File: src/include/espio_pkg.sv
package espio_pkg;

  localparam int NUM_GROUPS    = 6;
  localparam int EVT_GROUPS    = 3;
  localparam int GROUP_W       = 8;
  localparam int NUM_LINES     = NUM_GROUPS * GROUP_W;
  localparam int EVT_LINES     = EVT_GROUPS * GROUP_W;
  localparam int ADDR_W        = 10;
  localparam int WIN_W         = 5;

  // Register indices inside the 32-byte window.
  localparam logic [4:0] OFS_GROUP0    = 5'h00;
  localparam logic [4:0] OFS_LOCK      = 5'h06;
  localparam logic [4:0] OFS_POL0      = 5'h08;
  localparam logic [4:0] OFS_EN0       = 5'h0b;
  localparam logic [4:0] OFS_EVT0      = 5'h0e;
  localparam logic [4:0] OFS_CLR0      = 5'h11;

  localparam logic [7:0] RESET_BYTE    = 8'h00;
  localparam logic [5:0] RESET_LOCK    = 6'h00;

  typedef struct packed {
    logic                  rd;
    logic                  wr;
    logic [ADDR_W-1:0]     addr;
    logic [GROUP_W-1:0]    wdata;
  } espio_req_t;

endpackage

File: src/design/espio_top.sv
`timescale 1ns/1ps
// Functional notes
// - Forty-eight lines appear as six consecutive eight-bit group registers.
// - Six-bit lock mask; a set bit blocks host writes to that group.
// - Each line works as input, output, or output with readback.
// - Reading a group returns the present pin state of its lines.
// - Written output values stay latched until the host writes again.
// - Edge detection exists only on the first three groups.
// - Each event line has a polarity bit and an enable bit.
// - A selected edge on an enabled line sets a sticky event latch.
// - Identification registers show which event lines hold latched events.
// - Interrupt request is high while any enabled line holds an event.
// - Block decodes a 32-byte window at a base that is a multiple of 64.
module espio_top
  import espio_pkg::*;
#(
  parameter logic [ADDR_W-1:0] BASE_ADDR = 10'h300
) (
  input  wire logic                 core_clk,
  input  wire logic                 reset_n,
  input  wire espio_req_t           host_req,
  output logic [GROUP_W-1:0]        host_rdata,
  output logic                      host_rvalid,
  input  wire logic [NUM_LINES-1:0] line_in,
  output logic [NUM_LINES-1:0]      line_out,
  output logic [NUM_LINES-1:0]      line_oe_n,
  output logic                      irq
);

  logic [NUM_LINES-1:0] out_latch;
  logic [NUM_GROUPS-1:0] lock_mask;
  logic [EVT_LINES-1:0] polarity;
  logic [EVT_LINES-1:0] enable;
  logic [EVT_LINES-1:0] event_flag;
  logic [EVT_LINES-1:0] line_prev;
  logic [EVT_LINES-1:0] edge_hit;
  logic [EVT_LINES-1:0] clr_vec;
  logic                 sel;
  logic [WIN_W-1:0]     ofs;

  function automatic logic in_range(input logic [WIN_W-1:0] a, input logic [WIN_W-1:0] lo,
                                    input int n);
    return (a >= lo) && (a < lo + WIN_W'(n));
  endfunction

  // Base sits on a 64 boundary; only the low 32 bytes answer.
  assign sel = (host_req.addr[ADDR_W-1:WIN_W+1] == BASE_ADDR[ADDR_W-1:WIN_W+1]) &&
               (host_req.addr[WIN_W] == 1'b0);
  assign ofs = host_req.addr[WIN_W-1:0];

  // Open-collector: a latched one pulls low, a zero releases to the pull-up.
  // The driver enables are the latch itself, so the pins come straight from flip-flops.
  assign line_out  = {NUM_LINES{1'b0}};
  assign out_latch = ~line_oe_n;

  always_ff @(posedge core_clk or negedge reset_n) begin
    if (!reset_n) begin
      line_oe_n <= {NUM_GROUPS{~RESET_BYTE}};
      lock_mask <= RESET_LOCK;
      polarity  <= {EVT_LINES{1'b0}};
      enable    <= {EVT_LINES{1'b0}};
    end else if (host_req.wr && sel) begin
      if (in_range(ofs, OFS_GROUP0, NUM_GROUPS)) begin
        if (!lock_mask[3'(ofs - OFS_GROUP0)]) begin
          line_oe_n[GROUP_W*(ofs - OFS_GROUP0) +: GROUP_W] <= ~host_req.wdata;
        end
      end else if (ofs == OFS_LOCK) begin
        lock_mask <= host_req.wdata[NUM_GROUPS-1:0];
      end else if (in_range(ofs, OFS_POL0, EVT_GROUPS)) begin
        polarity[GROUP_W*(ofs - OFS_POL0) +: GROUP_W] <= host_req.wdata;
      end else if (in_range(ofs, OFS_EN0, EVT_GROUPS)) begin
        enable[GROUP_W*(ofs - OFS_EN0) +: GROUP_W] <= host_req.wdata;
      end
    end
  end

  // Clear register: writing a one clears that line's event.
  always_comb begin
    clr_vec = {EVT_LINES{1'b0}};
    if (host_req.wr && sel && in_range(ofs, OFS_CLR0, EVT_GROUPS)) begin
      clr_vec[GROUP_W*(ofs - OFS_CLR0) +: GROUP_W] = host_req.wdata;
    end
  end

  // Polarity one selects rising, zero falling; only groups 0..2 are sensed.
  assign edge_hit = enable & ((polarity & line_in[EVT_LINES-1:0] & ~line_prev) |
                              (~polarity & ~line_in[EVT_LINES-1:0] & line_prev));

  always_ff @(posedge core_clk or negedge reset_n) begin
    if (!reset_n) begin
      line_prev <= {EVT_LINES{1'b0}};
    end else begin
      line_prev <= line_in[EVT_LINES-1:0];
    end
  end

  // A new edge wins over a clear in the same cycle, so no event is lost.
  always_ff @(posedge core_clk or negedge reset_n) begin
    if (!reset_n) begin
      event_flag <= {EVT_LINES{1'b0}};
    end else begin
      event_flag <= (event_flag & ~clr_vec) | edge_hit;
    end
  end

  always_ff @(posedge core_clk or negedge reset_n) begin
    if (!reset_n) begin
      irq <= 1'b0;
    end else begin
      irq <= |(((event_flag & ~clr_vec) | edge_hit) & enable);
    end
  end

  always_ff @(posedge core_clk or negedge reset_n) begin
    if (!reset_n) begin
      host_rdata  <= RESET_BYTE;
      host_rvalid <= 1'b0;
    end else begin
      host_rvalid <= host_req.rd && sel;
      if (!(host_req.rd && sel)) begin
        host_rdata <= RESET_BYTE;
      end else if (in_range(ofs, OFS_GROUP0, NUM_GROUPS)) begin
        host_rdata <= line_in[GROUP_W*(ofs - OFS_GROUP0) +: GROUP_W];
      end else if (ofs == OFS_LOCK) begin
        host_rdata <= GROUP_W'(lock_mask);
      end else if (in_range(ofs, OFS_POL0, EVT_GROUPS)) begin
        host_rdata <= polarity[GROUP_W*(ofs - OFS_POL0) +: GROUP_W];
      end else if (in_range(ofs, OFS_EN0, EVT_GROUPS)) begin
        host_rdata <= enable[GROUP_W*(ofs - OFS_EN0) +: GROUP_W];
      end else if (in_range(ofs, OFS_EVT0, EVT_GROUPS)) begin
        host_rdata <= event_flag[GROUP_W*(ofs - OFS_EVT0) +: GROUP_W];
      end else begin
        host_rdata <= RESET_BYTE;
      end
    end
  end

  property p_lock_blocks;
    @(posedge core_clk) disable iff (!reset_n)
      (host_req.wr && sel && ofs < OFS_LOCK && lock_mask[3'(ofs)])
        |=> $stable(out_latch);
  endproperty
  a_lock_blocks: assert property (p_lock_blocks) else $error("locked group written");

  property p_latch_holds;
    @(posedge core_clk) disable iff (!reset_n)
      !host_req.wr |=> $stable(out_latch);
  endproperty
  a_latch_holds: assert property (p_latch_holds) else $error("output latch changed");

  property p_event_sticky;
    @(posedge core_clk) disable iff (!reset_n)
      (event_flag[0] && !clr_vec[0]) |=> event_flag[0];
  endproperty
  a_event_sticky: assert property (p_event_sticky) else $error("event lost");

  property p_edge_latched;
    @(posedge core_clk) disable iff (!reset_n)
      edge_hit[0] |=> event_flag[0] ##0 irq;
  endproperty
  a_edge_latched: assert property (p_edge_latched) else $error("edge missed");

  property p_irq_cause;
    @(posedge core_clk) disable iff (!reset_n)
      irq |-> (|event_flag);
  endproperty
  a_irq_cause: assert property (p_irq_cause) else $error("irq without event");

  property p_oe_follows;
    @(posedge core_clk) disable iff (!reset_n)
      (host_req.wr && sel && ofs == OFS_GROUP0 + 5'h01 && !lock_mask[1])
        |=> line_oe_n[2*GROUP_W-1:GROUP_W] == ~$past(host_req.wdata);
  endproperty
  a_oe_follows: assert property (p_oe_follows) else $error("driver mismatch");

  property p_read_pins;
    @(posedge core_clk) disable iff (!reset_n)
      (host_req.rd && sel && ofs == OFS_GROUP0)
        |=> host_rdata == $past(line_in[GROUP_W-1:0]);
  endproperty
  a_read_pins: assert property (p_read_pins) else $error("readback wrong");

  property p_no_evt_high;
    @(posedge core_clk) disable iff (!reset_n)
      (host_req.rd && sel && ofs == OFS_EVT0 + 5'(EVT_GROUPS))
        |=> host_rdata == RESET_BYTE;
  endproperty
  a_no_evt_high: assert property (p_no_evt_high) else $error("phantom event group");

  // A clear with no fresh edge must really drop the event.
  property p_clear_drops;
    @(posedge core_clk) disable iff (!reset_n)
      (clr_vec[0] && !edge_hit[0])
        |=> !event_flag[0];
  endproperty
  a_clear_drops: assert property (p_clear_drops) else $error("event not cleared");

  // A disabled line must never latch, whatever its pin does.
  property p_disabled_quiet;
    @(posedge core_clk) disable iff (!reset_n)
      (!enable[2] && !event_flag[2])
        |=> !event_flag[2];
  endproperty
  a_disabled_quiet: assert property (p_disabled_quiet) else $error("disabled line latched");

  property p_out_window;
    @(posedge core_clk) disable iff (!reset_n)
      (host_req.rd && !sel)
        |=> !host_rvalid;
  endproperty
  a_out_window: assert property (p_out_window) else $error("answer outside window");

  property p_irq_from_latch;
    @(posedge core_clk) disable iff (!reset_n)
      (|(event_flag & enable & ~clr_vec))
        |=> irq;
  endproperty
  a_irq_from_latch: assert property (p_irq_from_latch) else $error("pending event no irq");

  property p_lock_read;
    @(posedge core_clk) disable iff (!reset_n)
      (host_req.rd && sel && ofs == OFS_LOCK)
        |=> host_rdata == GROUP_W'($past(lock_mask));
  endproperty
  a_lock_read: assert property (p_lock_read) else $error("lock mask readback wrong");

endmodule

File: config.mk
export PLATFORM = sky130hd
export DESIGN_NAME = espio_top
export DESIGN_NICKNAME = d
export VERILOG_FILES = /design/src/include/espio_pkg.sv /design/src/design/espio_top.sv
export SDC_FILE = /design/constraint.sdc
export NUM_CORES = 1
export LEC_CHECK = 0
export ABC_CLOCK_PERIOD_IN_PS = 2200
export BUFFER_PORTS_ARGS = -buffer_cell sky130_fd_sc_hd__buf_2
export CORE_MARGIN = 10
export CORE_UTILIZATION = 45
export DETAILED_ROUTE_END_ITERATION = 10
export PLACE_DENSITY = 0.69
export RECOVER_POWER = 100
export SYNTH_ARGS = -nofsm -noshare
export SYNTH_HDL_FRONTEND = slang
export SYNTH_SLANG_ARGS = --single-unit
export TNS_END_PERCENT = 5
File: constraint.sdc
create_clock -name core_clk -period 2.2 [get_ports core_clk]
set_input_delay 0.66 -clock core_clk [delete_from_list [all_inputs] [get_ports core_clk]]
set_output_delay 0.66 -clock core_clk [all_outputs]
set_load 0.05 [all_outputs]
; ---- Yosys cells after proc, flatten, opt, wreduce, memory -nomap -nowiden
; Cells that the tools add are included.
[op_classes]
add_sub_neg = 8
mul = 0
div_mod_pow = 0
n_lt_le_gt_ge = 11
eq_ne = 2
shifts = 12
n_mux = 12
bitwise_logic = 20
reduce_logical = 14
[op_table]
columns = op, count
row1 = 24-bit AND, 8
row2 = 32-bit negator with 34-bit output, 3
row3 = "8-bit by 34-bit variable shift with 24-bit output, first input constant", 3
row4 = 8-bit by 34-bit indexed part select with 24-bit output, 3
row5 = 24-bit by 33-bit indexed part select with 8-bit output, 3
row6 = 24-bit inverter, 4
row7 = 24-bit bitwise mux, 2
row8 = 48-bit bitwise mux, 1
row9 = 8-bit 2-to-1 mux, 6
row10 = 24-bit bitwise OR, 2
row11 = "8-bit by 34-bit variable shift with 48-bit output, first input constant", 1
row12 = 48-bit by 9-bit indexed part select with 8-bit output, 1
row13 = 8-bit by 34-bit indexed part select with 48-bit output, 1
row14 = 8-bit negator with 34-bit output, 1
row15 = 24-bit 2-to-1 mux, 1
row16 = 24-bit OR reduction, 1
row17 = "5-bit by 4-bit subtractor with 6-bit output, second input constant", 3
row18 = "5-bit by 4-bit greater-or-equal comparator with 1-bit output, second input constant", 3
row19 = "5-bit by 4-bit < comparator with 1-bit output, second input constant", 2
row20 = "5-bit < comparator, second input constant", 2
row21 = 1-bit logical AND, 9
row22 = 8-bit inverter, 1
row23 = 3-bit AND reduction, 2
row24 = "5-bit by 5-bit subtractor with 6-bit output, second input constant", 1
row25 = 11 further kinds, 15
[totals]
register_bits = 160
latch_bits = 0
ramBits = 0
romBits = 0
out_inout_bits = 106
mem_count = 0

; ---- Depth between registers and ports, before layout
; Gate-level depths: netlist (run 1).
[logic_depth]
depth_word = 10
depth_mapped = 20

; ---- Worst setup path before layout (run 1)
; Ideal clock, no wire load.
[synth_path]
kind = input-to-reg
startpoint = in host_req[9] (netlist name)
endpoint = reg irq
arrival_ps = 4871
setup_slack_ps = -2810
cell_stages = 16
n_path_buf = 2
path_cell_list = buf_2 > clkinv_1 > ha_1 > nor2b_2 > buf_6 > o21ai_1 > nand3_1 > ha_1 > and4bb_2 > nand3_1 > o31a_1 > nor4b_2 > a31o_2 > o211ai_1 > or4b_1 > or4_1
[synth_between]
elab_chain_cells = 10
word_cells_on_any_way = 15
cone_classes = 2 x add/sub / 2 x order compare / 2 x shift / 1 x mux / 5 x bitwise / 3 x reduce/logical
[synth_lines]
columns = item, line_no
row1 = from (decl), espio_top.sv:21  ; input wire espio_req_t host_req,
row2 = 5-bit by 5-bit subtractor with 6-bit output, espio_top.sv:81  ; clr_vec[GROUP_W*(ofs - OFS_CLR0) +: GROUP_W] = host_req.wdata;
row3 = 32-bit negator with 34-bit output, espio_top.sv:81
row4 = 8-bit by 34-bit indexed part select with 24-bit output or 8-bit by 34-bit variable shift with 24-bit output (tied branches), espio_top.sv:81
row5 = 24-bit AND (no line), n/a
row6 = 24-bit 2-to-1 mux (*), espio_top.sv:80  ; if (host_req.wr && sel && in_range(ofs, OFS_CLR0, EVT_GROUPS)) begin
row7 = 24-bit inverter (*), espio_top.sv:110  ; irq <= |(((event_flag & ~clr_vec) | edge_hit) & enable);
row8 = 24-bit AND (*), espio_top.sv:110
row9 = 24-bit bitwise OR (*), espio_top.sv:110
row10 = 24-bit AND (*), espio_top.sv:110
row11 = 24-bit OR reduction (*), espio_top.sv:110
row12 = to (signal assigned), espio_top.sv:110
row13 = to (decl), espio_top.sv:27  ; output logic irq
; Mark *: on every way between the ends. The rest lies on a longest branch, timed or not.
; A chain may end at the register's enable or synchronous reset.

; ---- Final worst setup path (run 1)
; Ends and elaborated chain as after synthesis.

==> impl_metrics.toml, run 1 <==
[clock_tree]
clk-insertion-delay-late_ns = 0.44
cts_root_buf = "clkbuf_16"
cts.clk_slew.worst_paths_ns = 0.07
tritoncts = "yes"
clk_path_buf_depth = 2
hold_buffers = 0
cts.sinks = 160
htree_levels = 4
numCtsBuffers = 17

[synth]
synthesis.area_mm2 = 0.009729
syn_inst = 1016
yosysWarningCount = 0
syn_avg_cell_area_um2 = 9.576
ys_seq_area_frac = 0.4177
synth_edf_count = 0
async_flop_share = 1.000
ys_seq_elements = 160
synth_cell_types = 72
synth_flop_cell = "dfrtp_1"

[floorplanning]
rows = 53
die_h_um = 167.0
die_w_um = 167.0
die-area_mm2 = 0.02790
initial_core_util = 0.4599
core_mm2 = 0.02115
io_pins = 176

[layout]
utilization = 0.6296
fillers = 1764
fin_nets = 1458
finalNonFillerCells = 1642
layout-drive-gt1-share = 0.4209
final_cell_mix = "198 x buf_4, 151 x nand2_1, 112 x dfrtp_1"
syn2layout_area_growth_pct = 36.88
finalInstanceArea_mm2 = 0.01332
layout_commonest_cell = "buf_4"

[place]
dpl_cell_area_mm2 = 0.01206
portBuffers = 127
dp.cells = 1579
place.detailed.hpwl_um = 25270
gp_congestion = 0.9630

[setup_path]
cp_data_required_time_ns = 2.51
reg2reg_slack_ns = -0.28
cp.arrival_ns = 4.18
endpoint_kind = "register"
crit_path_start_kind = "input port"
criticalPathCategory = "in -> reg"
cp_max_fo = 4

[drt]
viasPerCell = 5.618
firstDrtPassIters = 6
wl_per_cell_um = 20.69
vias = 9225
drtAntennaViolNets = 0
drc = 0
drt_first_iter_violations = 804
routed_wl_um = 33980

[sta]
worst_pin_slew_ns = 1.013
setup_viol = 135
finalCritPeriodShare = 1.756
slew_headroom = 0.3246
maxSlewViolCount = 0
finalHoldViolations = 0
finClkSkew_ns = 0.01400
rsz0062_at_grt = "yes"
setup_slack_ns = -1.663
max_freq_mhz = 258.8
tns_ns = -94.45
finalCriticalPeriod_ns = 3.863

[power_and_ir_drop]
finalPower_mw = 7.286
vdd_drop_max_uv = 507.2
p_per_area_mw_per_mm2 = 547.1
p_leak_nw = 6.302

[global_routing]
antenna_found_initial = 2
grt_pass1_vias = 9294
grt_pass1_wl_um = 51830
grt_max_degree = 40
grt_overflow = 0
grt.total_usage = 0.2314

[flow_run]
maxCapViolCount = 0

[status]
violations = "setup timing"
status = "complete, but fails checks"

[worst_hold_path]
hp-class = "in -> async"
cells by family after synthesis:
family	Yosys count	share of synthesized area
AND/OR/NAND/NOR	346	0.1703
AO/OA/AOI/OAI	205	0.1340
flip-flops	160	0.4177
buffers and inverters	136	0.07420
multiplexers	125	0.1497
adder cells (fa/ha/maj)	35	0.04578
XOR/XNOR	8	0.007974
other	1	0.0003854
Yosys cell counts, drive strengths merged (3+ instances only):
library cell,instances,area [um^2]
and3,11,68.82
nand3,18,90.09
inv,46,172.7
nand4,16,100.1
a21oi,25,125.1
a22o,11,96.34
mux4,9,206.5
nand4b,3,26.28
mux2,71,799.5
nor4bb,3,30.03
mux2i,45,450.4
a41oi,10,87.58
nand2,156,585.6
ha,34,425.4
nor2,60,227.7
a21o,16,120.1
nor3,17,85.08
nor4,6,37.54
nor4b,3,32.53
a2111oi,3,27.53
o21ai,92,460.4
a22oi,11,82.58
nor2b,19,121.4
o221ai,4,35.03
buf,60,436.7
xnor2,7,68.82
or4,3,22.52
clkbuf,28,105.1
nand2b,3,18.77
and2,18,112.6
o2111ai,3,26.28
dfrtp,112,2803
o22ai,6,37.54
o211ai,6,45.04
dfstp,48,1261
area by class of cell:
class                           instances  area, um^2  share of cell area
Multi-Input combinational cell        767        5623              0.4222
Sequential cell                       160        4064              0.3051
Timing Repair Buffer                  359        2496              0.1874
Clock buffer                           17       425.4             0.03194
Tap cell                              275       344.1             0.02584
Inverter                               48       203.9             0.01531
Clock inverter                         15       158.9             0.01193
Antenna cell                            1       2.502           0.0001879
registers in the layout (all words and copies together) (netlist names):
name,cells
line_oe_n,48
enable,24
event_flag,24
line_prev,24
polarity,24
host_rdata,8
lock_mask,6
host_rvalid,1
irq,1
worst max-delay path, stage by stage:
cell and delay, ns:
buf_8 0.10, clkinv_8 0.06, ha_4 0.23, and2_4 0.15, and2_4 0.14, nand2_2 0.08
inv_2 0.04, buf_4 0.12, buf_4 0.12, ha_1 0.19, nor2_2 0.13, and4b_1 0.19
nand4_1 0.10, nand4b_1 0.29, a2111oi_2 0.43, o22ai_1 0.15, or4b_1 0.47, or4_1 0.52
what timing repair did:
item	4_1_cts	5_1_grt
gates cloned	0	1
pin swaps	46	27
setup buffers	18	11
resized for setup	50	74
endpoints found under the setup margin	135	135
stage by stage:
step / setup WS [ns] / hold WS (ns)
finish: -1.663 / 0.3799
detailed placement: -2.284 / 0.4735
floorplan: -2.195 / 0.3644
global route: -1.791 / 0.3815
CTS: -1.636 / 0.1303
global placement: -2.212 / 0.4674
per-layer routing:
layer  GRT usage  vias to the layer above  part of all wire
met3     0.07790                       56              0.11
li1            -                     4194                 -
met5           0                        -                 0
met1      0.2954                     4539              0.41
met2      0.3622                      436              0.45
met4     0.07140                        0             0.026
worst paths after layout:
check,startpoint,cells after the start,end
worst max-delay path,host_req[9],18,irq$_DFF_PN0_
worst min-delay path,reset_n,1,line_prev[3]$_DFF_PN0_
worst max register to register,polarity[1]$_DFFE_PN0P_,7,irq$_DFF_PN0_
worst min register to register,line_oe_n[4]$_DFFE_PN1P_,2,line_oe_n[4]$_DFFE_PN1P_
max in group asynchronous,reset_n,2,event_flag[9]$_DFF_PN0_
min in group core_clk,line_in[7],1,line_prev[7]$_DFF_PN0_
power breakdown:
| group | internal (mW) | leakage [nW] | switching (mW) | total, mW |
|---|---|---|---|---|
| registers | 2.97 | 1.88 | 0.0126 | 2.98 |
| logic | 0.486 | 4.13 | 0.837 | 1.32 |
| clock network | 1.53 | 0.289 | 1.45 | 2.98 |
Note: power is estimated with default switching activity, not from simulation.
==> run 2: changes to the inputs <==
- CORE_MARGIN: 10 -> 4
==> run 2 against run 1 <==
The run still ends with setup timing left; largest cell class unchanged; global-route usage up 3.3 points; sequential share of layout area down 0.51 points; first-iteration DRC count down 10%; register-to-register slack worse by 0.05 ns; cell count down 0.30%; utilization up 1.1 points; count of clock-buffer cells in the layout unchanged; non-clock buffer count down 4.
==> impl_metrics.toml, run 2 (synthesis gave the netlist of run 1 again) <==
[status]
status = "complete, but fails checks"
violations = "setup timing"

[drt]
drc = 0
firstDrtPassIters = 9
drtAntennaViolNets = 0
vias = 9284
drt_first_iter_violations = 723
viasPerCell = 5.671
wl_per_cell_um = 19.87
routed_wl_um = 32540

[power_and_ir_drop]
clkPwrFrac = 0.404
vdd_drop_max_uv = 516.7
finalPower_mw = 7.332
sw_frac_of_total = 0.3137
combPwrFrac = 0.189
p_leak_nw = 6.366
power.share.sequential = 0.407
p_int_mw = 5.032
p_per_area_mw_per_mm2 = 541.3
power.net_switching_mw = 2.300

[clock_tree]
numCtsBuffers = 17
hold_buffers = 0
tritoncts = "yes"
htree_levels = 4
cts_root_buf = "clkbuf_16"
clk_path_buf_depth = 2
cts.sinks = 160
cts.clk_slew.worst_paths_ns = 0.07
clk-insertion-delay-late_ns = 0.45

[layout]
utilization = 0.6403
largest_reg_flops = 48
layout-drive-gt1-share = 0.4236
largest_register = "line_oe_n"
n_antenna_cell = 0
layout_commonest_cell = "buf_4"
syn2layout_area_growth_pct = 39.22
final_cell_mix = "191 x buf_4, 145 x nand2_1, 112 x dfrtp_1"
fin_nets = 1454
fillers = 1700

[setup_path]
cp_data_required_time_ns = 2.52
endpoint_kind = "register"
criticalPathCategory = "in -> reg"
cp_max_fo = 7
crit_path_start_kind = "input port"
cp.arrival_ns = 4.17

[sta]
finalCriticalPeriod_ns = 3.851
slew_headroom = 0.2391
finalCritPeriodShare = 1.751
max_freq_mhz = 259.7
maxSlewViolCount = 0
setup_viol = 135
finalHoldViolations = 0
rsz0062_at_grt = "yes"
setup_slack_ns = -1.651
hold_ws_ns = 0.3770
worst_pin_slew_ns = 1.141
finClkSkew_ns = 0.01868

[global_routing]
grt_max_degree = 43
antenna_found_initial = 0
grt_pass1_wl_um = 49710
grt.total_usage = 0.2644
grt_overflow = 0
grt_pass1_vias = 9132

[floorplanning]
die_w_um = 155.0
rows = 53
die-area_mm2 = 0.02404
io_pins = 176
core_mm2 = 0.02115
initial_core_util = 0.4599
die_h_um = 155.0

[worst_hold_path]
hp-class = "in -> reg"

[place]
gp_congestion = 0.9307
place.detailed.hpwl_um = 23370
portBuffers = 127

[flow_run]
maxCapViolCount = 0
run 2: power by group through the flow:
| stage | clock network [mW] | logic [mW] | registers (mW) |
|---|---|---|---|
| after floorplan | 0 | 0.716 | 3.04 |
| after global placement | 0 | 1.18 | 3.03 |
| after detailed placement | 0 | 1.20 | 3.04 |
| after CTS | 3.00 | 1.29 | 2.98 |
| after global routing | 3.13 | 1.47 | 2.99 |
| final | 2.97 | 1.38 | 2.98 |
run 2: worst max-delay path: stages:
cell and delay [ns]:
buf_12 0.11, clkinv_8 0.05, ha_4 0.11, nor2b_4 0.25, o21ai_4 0.12, buf_6 0.15
buf_4 0.13, ha_4 0.27, nor4bb_4 0.27, nand4_1 0.15, a211o_1 0.32, a2111oi_2 0.43
o22ai_1 0.16, or4b_1 0.46, or4_1 0.50
run 2: metal layers:
metal	global-route usage	wire (um)
met1	0.3607	13510
met2	0.4121	14840
met3	0.07316	3280
met4	0.08032	909
met5	0	0
run 2: area by class of cell:
| cell class | count | area [um^2] | area share |
|---|---|---|---|
| Clock buffer | 17 | 425.4 | 0.03141 |
| Clock inverter | 15 | 160.2 | 0.01182 |
| Inverter | 48 | 207.7 | 0.01533 |
| Multi-Input combinational cell | 767 | 5802 | 0.4283 |
| Sequential cell | 160 | 4064 | 0.3000 |
| Tap cell | 275 | 344.1 | 0.02540 |
| Timing Repair Buffer | 355 | 2542 | 0.1877 |
run 2: timing repair:
item,in CTS,in global routing
resized for setup,106,63
cloned,1,0
setup buffers,9,16
endpoints found under the setup margin,135,135
pin swaps,43,36
run 2: per-stage QoR:
stage / setup slack [ns] / instances / area (um^2) / setup TNS [ns]
4_1_cts: -1.605 / 1624 / 13230 / -76.58
6_report: -1.651 / 1637 / 13550 / -84.82
5_1_grt: -1.720 / 1637 / 13550 / -96.28
3_5_place_dp: -2.218 / 1582 / 12080 / -181.01
2_1_floorplan: -2.195 / 1063 / 10090 / -144.02
3_3_place_gp: -2.102 / 1582 / 12080 / -176.25
run 2: worst paths after layout:
path                                             endpoint  cells past startpoint  slack, ns                startpoint
worst min-delay path               line_prev[3]$_DFF_PN0_                      1       0.38                line_in[3]
worst max-delay path                        irq$_DFF_PN0_                     15      -1.65               host_req[9]
worst max register to register  line_oe_n[22]$_DFFE_PN1P_                      7      -0.33  lock_mask[5]$_DFFE_PN0P_
max in group asynchronous          line_prev[0]$_DFF_PN0_                      2       0.22                   reset_n
min in group asynchronous         line_prev[19]$_DFF_PN0_                      1       0.43                   reset_n
worst min register to register   line_oe_n[4]$_DFFE_PN1P_                      2       0.47  line_oe_n[4]$_DFFE_PN1P_
